### config.mk
export PLATFORM = sky130hd
export DESIGN_NAME = srxo_port
export DESIGN_NICKNAME = d
export VERILOG_FILES = /design/src/core/srxo_pkg.sv /design/src/core/srxo_mapper.sv /design/src/core/srxo_port.sv
export SDC_FILE = /design/constraint.sdc
export NUM_CORES = 1
export LEC_CHECK = 0
export ABC_AREA = 1
export CORE_MARGIN = 5
export CORE_UTILIZATION = 35
export DETAILED_ROUTE_END_ITERATION = 8
export DONT_BUFFER_PORTS = 1
export PLACE_DENSITY_LB_ADDON = 0.3
export SYNTH_ARGS = -nofsm -noshare
export SYNTH_HDL_FRONTEND = slang
export SYNTH_SLANG_ARGS = --single-unit
### constraint.sdc
create_clock -name clock -period 1.2 [get_ports clock]
set_clock_uncertainty 0.1 [all_clocks]
set_input_delay 0.06 -clock clock [delete_from_list [all_inputs] [get_ports clock]]
set_output_delay 0.06 -clock clock [all_outputs]
set_load 0.01 [all_outputs]
### src/core/srxo_pkg.sv
//==========================================================
// receive output port constants
//==========================================================
// Overview of operation
// - select then read strobe next cycle enables bus
// - bit placement follows bypass and width selects, fifo select picks the source only in codec bypass
// - fifo and codec bypass pass characters straight through
// - framing on with sync gives aligned characters
// - framing off or no sync may misalign
// - encoded 8-bit: data 7..0, command on 8,9,pins
// - encoded 10-bit: data 9..0 or command bits 1,0
// - bypass width high: raw bits 0..9 ascending
// - bypass width low: raw 0..9, 11, 10
// - first received bit lands at raw position 0
// - output register updates on rising clock only
package srxo_pkg;
    localparam int RAW_W = 12;
    localparam int BUS_W = 10;
    localparam int CMD_W = 4;
    localparam int DATA8_W = 8;
    localparam int DATA10_W = 10;
    localparam int CMD_HI_LSB = 2; // command bits 3,2 go to bus 8,9
    localparam int BUS_CMD3 = 8;
    localparam int BUS_CMD2 = 9;
    localparam int RAW_B10 = 10;
    localparam int RAW_B11 = 11;
    localparam logic [BUS_W-1:0] BUS_RESET = 10'h000;
    localparam logic [1:0] CMDPIN_RESET = 2'h0;
    localparam int DR_FRAMING = 1;
    localparam int DR_PAYLOAD = 0;
    localparam int DR_CODED = 2;
    typedef enum logic [1:0] {
        SRXO_ENC8,
        SRXO_ENC10,
        SRXO_RAW10,
        SRXO_RAW12
    } srxo_mode_t;
    typedef enum {
        SRXO_IDLE,
        SRXO_ADDRESSED,
        SRXO_READING
    } srxo_state_t;
endpackage

### src/core/srxo_mapper.sv
`timescale 1ns/1ps
//==========================================================
// combinational bit placement onto the output bus
//==========================================================
module srxo_mapper
    import srxo_pkg::*;
(
    input wire srxo_pkg::srxo_mode_t mode,
    input wire logic [srxo_pkg::RAW_W-1:0] rawBits,
    input wire logic [srxo_pkg::DATA10_W-1:0] decodedData,
    input wire logic [srxo_pkg::CMD_W-1:0] decodedCmd,
    input wire logic isCommand,
    output logic [srxo_pkg::BUS_W-1:0] busBits,
    output logic [1:0] cmdPins
);
    // pick bus contents per decoder mode
    always_comb begin
        busBits = BUS_RESET;
        cmdPins = CMDPIN_RESET;
        unique case (mode)
            SRXO_ENC8: begin
                if (isCommand) begin
                    busBits[BUS_CMD3] = decodedCmd[3];
                    busBits[BUS_CMD2] = decodedCmd[CMD_HI_LSB];
                    cmdPins = decodedCmd[1:0];
                end else begin
                    busBits[DATA8_W-1:0] = decodedData[DATA8_W-1:0];
                end
            end
            SRXO_ENC10: begin
                if (isCommand) begin
                    cmdPins = decodedCmd[1:0];
                end else begin
                    busBits = decodedData;
                end
            end
            SRXO_RAW10: begin
                busBits = rawBits[BUS_W-1:0];
            end
            SRXO_RAW12: begin
                busBits = rawBits[BUS_W-1:0];
                cmdPins = {rawBits[RAW_B10], rawBits[RAW_B11]};
            end
        endcase
    end
endmodule

### src/core/srxo_port.sv
`timescale 1ns/1ps
//==========================================================
// receive output port top
//==========================================================
module srxo_port
    import srxo_pkg::*;
(
    input wire logic clock,
    input wire logic reset,
    input wire logic chipSelect_n,
    input wire logic rx_read_strobe,
    input wire logic codec_bypass_n,
    input wire logic char_width_sel,
    input wire logic fifo_bypass_sel,
    input wire logic frame_align_enable,
    input wire logic syncSeen,
    input wire logic fifoValid,
    input wire logic [srxo_pkg::RAW_W-1:0] fifoRaw,
    input wire logic [srxo_pkg::DATA10_W-1:0] fifoData,
    input wire logic [srxo_pkg::CMD_W-1:0] fifoCmd,
    input wire logic fifoIsCmd,
    input wire logic fifoViolation,
    input wire logic deserValid,
    input wire logic [srxo_pkg::RAW_W-1:0] deserRaw,
    output logic fifoRead,
    output logic [srxo_pkg::BUS_W-1:0] rx_char_bus,
    output logic [1:0] rx_command_bits,
    output logic rx_cmd_data_flag,
    output logic code_violation,
    output logic busOe_n,
    output logic charValid,
    output logic aligned
);
    srxo_state_t state;
    srxo_mode_t mode;
    logic passThrough;
    logic coded;
    logic srcValid;
    logic [RAW_W-1:0] srcRaw;
    logic [BUS_W-1:0] mapBus;
    logic [1:0] mapCmd;

    // decode the selected mode from the two strap inputs, bypass and width
    function automatic srxo_mode_t decode_mode(input logic bypN, input logic w8);
        if (bypN) decode_mode = w8 ? SRXO_ENC8 : SRXO_ENC10;
        else decode_mode = w8 ? SRXO_RAW10 : SRXO_RAW12;
    endfunction

    assign mode = decode_mode(codec_bypass_n, char_width_sel);
    assign coded = codec_bypass_n;
    // fifo and decoder both bypassed: deserializer feeds the register
    assign passThrough = fifo_bypass_sel && !codec_bypass_n;
    assign srcValid = passThrough ? deserValid : fifoValid;
    assign srcRaw = passThrough ? deserRaw : fifoRaw;

    srxo_mapper srxo_mapper_inst (
        .mode(mode),
        .rawBits(srcRaw),
        .decodedData(fifoData),
        .decodedCmd(fifoCmd),
        .isCommand(fifoIsCmd),
        .busBits(mapBus),
        .cmdPins(mapCmd)
    );

    // select-then-strobe sequencing
    always_ff @(posedge clock) begin
        if (reset) begin
            state <= SRXO_IDLE;
        end else begin
            unique case (state)
                SRXO_IDLE: if (!chipSelect_n) state <= SRXO_ADDRESSED;
                SRXO_ADDRESSED: begin
                    if (rx_read_strobe) state <= SRXO_READING;
                    else if (chipSelect_n) state <= SRXO_IDLE;
                end
                SRXO_READING: if (!rx_read_strobe) begin
                    state <= chipSelect_n ? SRXO_IDLE : SRXO_ADDRESSED;
                end
            endcase
        end
    end

    // bus drivers on while reading, fifo read pulses with them except in passthrough
    always_ff @(posedge clock) begin
        if (reset) begin
            busOe_n <= 1'b1;
            fifoRead <= 1'b0;
        end else begin
            busOe_n <= !(rx_read_strobe &&
                (state == SRXO_ADDRESSED || state == SRXO_READING));
            fifoRead <= rx_read_strobe && !passThrough &&
                (state == SRXO_ADDRESSED || state == SRXO_READING);
        end
    end

    // output register, rising edge only
    always_ff @(posedge clock) begin
        if (reset) begin
            rx_char_bus <= BUS_RESET;
            rx_command_bits <= CMDPIN_RESET;
            rx_cmd_data_flag <= 1'b0;
            code_violation <= 1'b0;
            charValid <= 1'b0;
        end else begin
            charValid <= srcValid;
            if (srcValid) begin
                rx_char_bus <= mapBus;
                rx_command_bits <= mapCmd;
                rx_cmd_data_flag <= coded && fifoIsCmd;
                code_violation <= coded && fifoViolation;
            end
        end
    end

    // aligned only with framing on and sync seen
    always_ff @(posedge clock) begin
        if (reset) aligned <= 1'b0;
        else aligned <= frame_align_enable && syncSeen;
    end

    // host does its own framing when this is low in bypass

    // ======================================================
    // select and strobe checks
    // ======================================================
    select_taken_a: assert property (
        @(posedge clock) disable iff (reset)
        (state == SRXO_IDLE && !chipSelect_n) |=> state == SRXO_ADDRESSED)
        else $error("selection not taken");
    oe_follows_a: assert property (
        @(posedge clock) disable iff (reset)
        (state == SRXO_ADDRESSED && rx_read_strobe) |=> !busOe_n)
        else $error("bus drivers not enabled after strobe");
    oe_idle_a: assert property (
        @(posedge clock) disable iff (reset)
        (state == SRXO_IDLE) |=> busOe_n)
        else $error("bus driven without selection");
    read_start_a: assert property (
        @(posedge clock) disable iff (reset)
        (state == SRXO_ADDRESSED && rx_read_strobe && !passThrough) |=> fifoRead)
        else $error("fifo read not started");
    stray_read_a: assert property (
        @(posedge clock) disable iff (reset)
        (state == SRXO_IDLE) |=> !fifoRead)
        else $error("fifo read without selection");

    // ======================================================
    // bit placement checks
    // ======================================================
    raw10_map_a: assert property (
        @(posedge clock) disable iff (reset)
        (srcValid && mode == SRXO_RAW10) |=> rx_char_bus == $past(srcRaw[BUS_W-1:0]))
        else $error("raw 10 bit order wrong");
    raw12_pins_a: assert property (
        @(posedge clock) disable iff (reset)
        (srcValid && mode == SRXO_RAW12) |=>
        rx_command_bits == {$past(srcRaw[RAW_B10]), $past(srcRaw[RAW_B11])})
        else $error("raw 12 bit pin order wrong");
    first_bit_a: assert property (
        @(posedge clock) disable iff (reset)
        (srcValid && !coded) |=> rx_char_bus[0] == $past(srcRaw[0]))
        else $error("first bit not at position zero");
    enc8_cmd_a: assert property (
        @(posedge clock) disable iff (reset)
        (fifoValid && mode == SRXO_ENC8 && fifoIsCmd) |=>
        rx_char_bus[BUS_CMD3] == $past(fifoCmd[3]) &&
        rx_char_bus[BUS_CMD2] == $past(fifoCmd[CMD_HI_LSB]) &&
        rx_command_bits == $past(fifoCmd[1:0]))
        else $error("8 bit command placement wrong");
    enc8_data_a: assert property (
        @(posedge clock) disable iff (reset)
        (fifoValid && mode == SRXO_ENC8 && !fifoIsCmd) |=>
        rx_char_bus[DATA8_W-1:0] == $past(fifoData[DATA8_W-1:0]))
        else $error("8 bit data placement wrong");
    enc10_data_a: assert property (
        @(posedge clock) disable iff (reset)
        (fifoValid && mode == SRXO_ENC10 && !fifoIsCmd) |=> rx_char_bus == $past(fifoData))
        else $error("10 bit data placement wrong");
    enc10_cmd_a: assert property (
        @(posedge clock) disable iff (reset)
        (fifoValid && mode == SRXO_ENC10 && fifoIsCmd) |=>
        rx_command_bits == $past(fifoCmd[1:0]))
        else $error("10 bit command placement wrong");

    // ======================================================
    // output register checks
    // ======================================================
    pass_src_a: assert property (
        @(posedge clock) disable iff (reset)
        (passThrough && deserValid) |=> charValid)
        else $error("bypassed character dropped");
    pass_data_a: assert property (
        @(posedge clock) disable iff (reset)
        (passThrough && deserValid) |=>
        rx_char_bus == $past(deserRaw[BUS_W-1:0]))
        else $error("bypassed character altered");
    pass_no_read_a: assert property (
        @(posedge clock) disable iff (reset)
        passThrough |=> !fifoRead)
        else $error("fifo read in passthrough");
    bus_hold_a: assert property (
        @(posedge clock) disable iff (reset)
        !srcValid |=> $stable(rx_char_bus))
        else $error("output bus changed without a character");
    raw_flags_a: assert property (
        @(posedge clock) disable iff (reset)
        (srcValid && !coded) |=> !rx_cmd_data_flag && !code_violation)
        else $error("flags driven in bypass");
    coded_flags_a: assert property (
        @(posedge clock) disable iff (reset)
        (srcValid && coded) |=>
        rx_cmd_data_flag == $past(fifoIsCmd) && code_violation == $past(fifoViolation))
        else $error("flags not carried with character");

    // ======================================================
    // framing checks
    // ======================================================
    align_a: assert property (
        @(posedge clock) disable iff (reset)
        !frame_align_enable |=> !aligned)
        else $error("aligned without framing");
    no_sync_a: assert property (
        @(posedge clock) disable iff (reset)
        !syncSeen |=> !aligned)
        else $error("aligned without sync");
    align_on_a: assert property (
        @(posedge clock) disable iff (reset)
        (frame_align_enable && syncSeen) |=> aligned)
        else $error("not aligned with framing and sync");

    // ======================================================
    // main scenarios
    // ======================================================
    read_cv: cover property (@(posedge clock) disable iff (reset)
        state == SRXO_ADDRESSED ##1 state == SRXO_READING);
    raw12_cv: cover property (@(posedge clock) disable iff (reset)
        srcValid && mode == SRXO_RAW12);
    cmd8_cv: cover property (@(posedge clock) disable iff (reset)
        fifoValid && mode == SRXO_ENC8 && fifoIsCmd);
    pass_cv: cover property (@(posedge clock) disable iff (reset)
        passThrough && deserValid);
    align_cv: cover property (@(posedge clock) disable iff (reset)
        frame_align_enable && syncSeen);
endmodule

==> results_dict.tcl <==
set metrics [dict create \
    worstPathRequired_ns 1.29 \
    grt_util_all_layers 0.173 \
    io_pins 69 \
    grt_pass1_vias 1275 \
    synth.avg_cell_area_um2 6.38 \
    finalCritPeriodShare 1.03 \
    reg2reg_slack_ns -0.04 \
    cts_root_buffer "clkbuf_4" \
    max_freq_ghz 0.806 \
    routed_wl_mm 3.64 \
    start_kind "flop" \
    grt-ovfl-total 0 \
    clk_latency_ns 0.29 \
    postLayoutCoreUtil 0.530 \
    synth.most_common_cell "nand2_1" \
    antenna_cells 0 \
    h-tree-depth 1 \
    synth.top_cells.by_count "nand2_1, nor2_1, o21ai_0" \
    min_to "busOe_n" \
    leakagePower_nw 0.671 \
    yosys_warnings 0 \
    core_um2 2980 \
    drive_gt1_frac 0.164 \
    holdPathStages 1 \
    p_switching_w 0.000482 \
    internal_power_w 0.00112 \
    place_area_um2 1090 \
    grt_pass1_wl_mm 5.82 \
    powerDensity_nw_per_um2 1010 \
    synth_area_um2 1070 \
    status "finished with violations" \
    seq_power_share 0.492 \
    synth_edf_count 0 \
    path_cells "inv_4 -> ha_4 -> nand2_2 -> nand2_2 -> inv_2 -> nand2_4 -> o21ai_2 -> a21oi_2" \
    synth_ff_type "dfxtp_1" \
    design_area_um2 1580 \
    rsz0062_at_grt "true" \
    place_inst 197 \
    critPathMostFrequentCell "nand2_2" \
    path_max_fanout 3 \
    finalHoldViolCount 4 \
    hold_slack_ns -0.217 \
    ys_types 18 \
    antenna_found_initial 0 \
    routabilityCongestion 0.812 \
    die_x_um 65.2 \
    rows 20 \
    grt_max_degree 15 \
    cts_tree "built" \
    syn_inst 167 \
    min_period_ns 1.24 \
    syn_to_final_growth_pct 48.1 \
    fin_nets 262 \
    ys_seq_area_frac 0.376 \
    slowest_stage "dfxtp_2" \
    wl_per_cell_um 15.2 \
    p_comb_frac 0.271 \
    holdBufCountCts 37 \
    die_h_um 65.2 \
    vias_per_cell 5.12 \
    dp_hpwl_mm 2.45 \
    cpPeakStageDelay_ns 0.38 \
    vdd_drop_max_mv 0.380 \
    syn_nets 221 \
    portBuffers 0 \
    cts_buffer_depth 2 \
    min_from "rx_read_strobe" \
    drtIter0Drc 60 \
    fin_ws_ns -0.0400 \
    tightest_slew_ns 0.396 \
    reg2reg_from "state[0]" \
    maxCapViolCount 0 \
    ys_ff_latch 20 \
    r2r_end "state[0]" \
    initial_core_util 0.358 \
    yosys.area.top_type "dfxtp_1" \
    drt.antenna.violating_nets 0 \
    reg2reg_depth 8 \
    violations "hold timing, setup timing" \
    endpoint_kind "flop" \
    async_flop_share 0 \
    path_clk_slew_ns 0.11 \
    first_pass_iters 4 \
    design.die.area_um2 4250 \
    synthTopCellsByArea "dfxtp_1, nand2_1, nor2_1, o21ai_0, ha_1" \
    cts.sinks 20 \
    route.detailed.drc 0 \
    critPathArrivalTime_ns 1.33 \
    hp-class "input port to flop" \
    power_frac_clock 0.238 \
    yosysTopAreaCellShare 0.376 \
    vias 1229 \
    slew_headroom 0.735 \
    cts-buffers-inserted 3 \
    setup-violations-final 1 \
    final_cells 240 \
    crit_type "flop to flop" \
    drv_slew 0 \
    swShare 0.301 \
]
## worst max-delay path, delay by kind of cell, from the launching register on
kind	cells	cell delay, ns
AOI/OAI and AO/OA	2	0.18
and+or+nand+nor	3	0.18
adders and majority gates	1	0.15
buffers and inverters	2	0.14
DFF	1	0.38
## area by class of cell
cell class / count / area (µm²)
Inverter: 12 / 50.0
Multi-Input combinational cell: 129 / 638
Clock buffer: 4 / 36.3
Timing Repair Buffer: 42 / 408
Fill cell: 283 / 1400
Sequential cell: 20 / 405
Tap cell: 33 / 41.3
## repair_timing
action	4_1_cts	5_1_grt
hold endpoints to repair	20	4
setup endpoints to repair	2	4
resized for setup	14	12
pin swaps	4	4
buffers inserted	1	1
## how the worst max path moves through the flow
stage              from  endpoint  cells after the start
6_report       state[0]  state[0]                      8
5_1_grt        state[0]  state[0]                      8
4_1_cts        state[0]  state[0]                      8
3_5_place_dp   state[0]  state[0]                      8
3_3_place_gp   state[0]  state[0]                      8
2_1_floorplan  state[0]  state[0]                      8
## flip-flops by register name (all words and copies together) (netlist names)
name              cells
rx_char_bus          10
rx_command_bits       2
state                 2
aligned               1
busOe_n               1
charValid             1
code_violation        1
fifoRead              1
rx_cmd_data_flag      1
## routing by layer
metal  wire length (µm)  vias up  GRT usage  share of wire
met5                  0        -          0              0
met4                 93        0     0.0803          0.026
met3                324       12     0.0359          0.089
met2               1890       65      0.325           0.52
met1               1330      543      0.182           0.37
li1                   -      609          -              -
## kinds of logic after synthesis
family	Yosys count	share of synthesized area
compound gates	37	0.174
flops	20	0.376
fa+ha+maj	3	0.0352
buf+inv	18	0.0810
simple gates	89	0.334
## placed cells by master, fill, tap and decap left out
master | netlist | layout
nand2_2 | 1 | 6
o21ai_1 | 7 | 7
clkbuf_8 | 0 | 1
dfxtp_4 | 0 | 1
o21ai_0 | 23 | 21
dfxtp_2 | 0 | 1
inv_4 | 0 | 2
a21oi_2 | 0 | 1
ha_4 | 0 | 2
inv_1 | 9 | 5
inv_2 | 3 | 5
nand2_4 | 1 | 2
ha_2 | 0 | 1
nand3_1 | 5 | 5
clkbuf_4 | 0 | 3
o21ai_2 | 0 | 2
nand2_1 | 42 | 36
dlygate4sd3_1 | 0 | 37
dfxtp_1 | 20 | 18
a21oi_1 | 7 | 6
nor3_1 | 1 | 1
nor2_1 | 37 | 37
nor2_2 | 2 | 2
buf_4 | 0 | 5
## metrics by stage
step | total power (W) | setup slack [ns] | TNS, ns
detailed placement | 0.00105 | -0.276 | -0.363
floorplan | 0.000990 | 0.0102 | 0
CTS | 0.00157 | -0.0718 | -0.0718
finish | 0.00160 | -0.0400 | -0.0400
global route | 0.00171 | -0.0935 | -0.157
global placement | 0.00102 | -0.0122 | -0.0122
## power groups by stage
stage / clock network (W) / logic [W] / registers [W]
4_1_cts: 0.000400 / 0.000382 / 0.000786
5_1_grt: 0.000427 / 0.000486 / 0.000794
6_report: 0.000380 / 0.000433 / 0.000787
3_3_place_gp: 0 / 0.000230 / 0.000795
3_5_place_dp: 0 / 0.000250 / 0.000797
2_1_floorplan: 0 / 0.000208 / 0.000782
No activity file was read; power rests on OpenSTA's default activity.
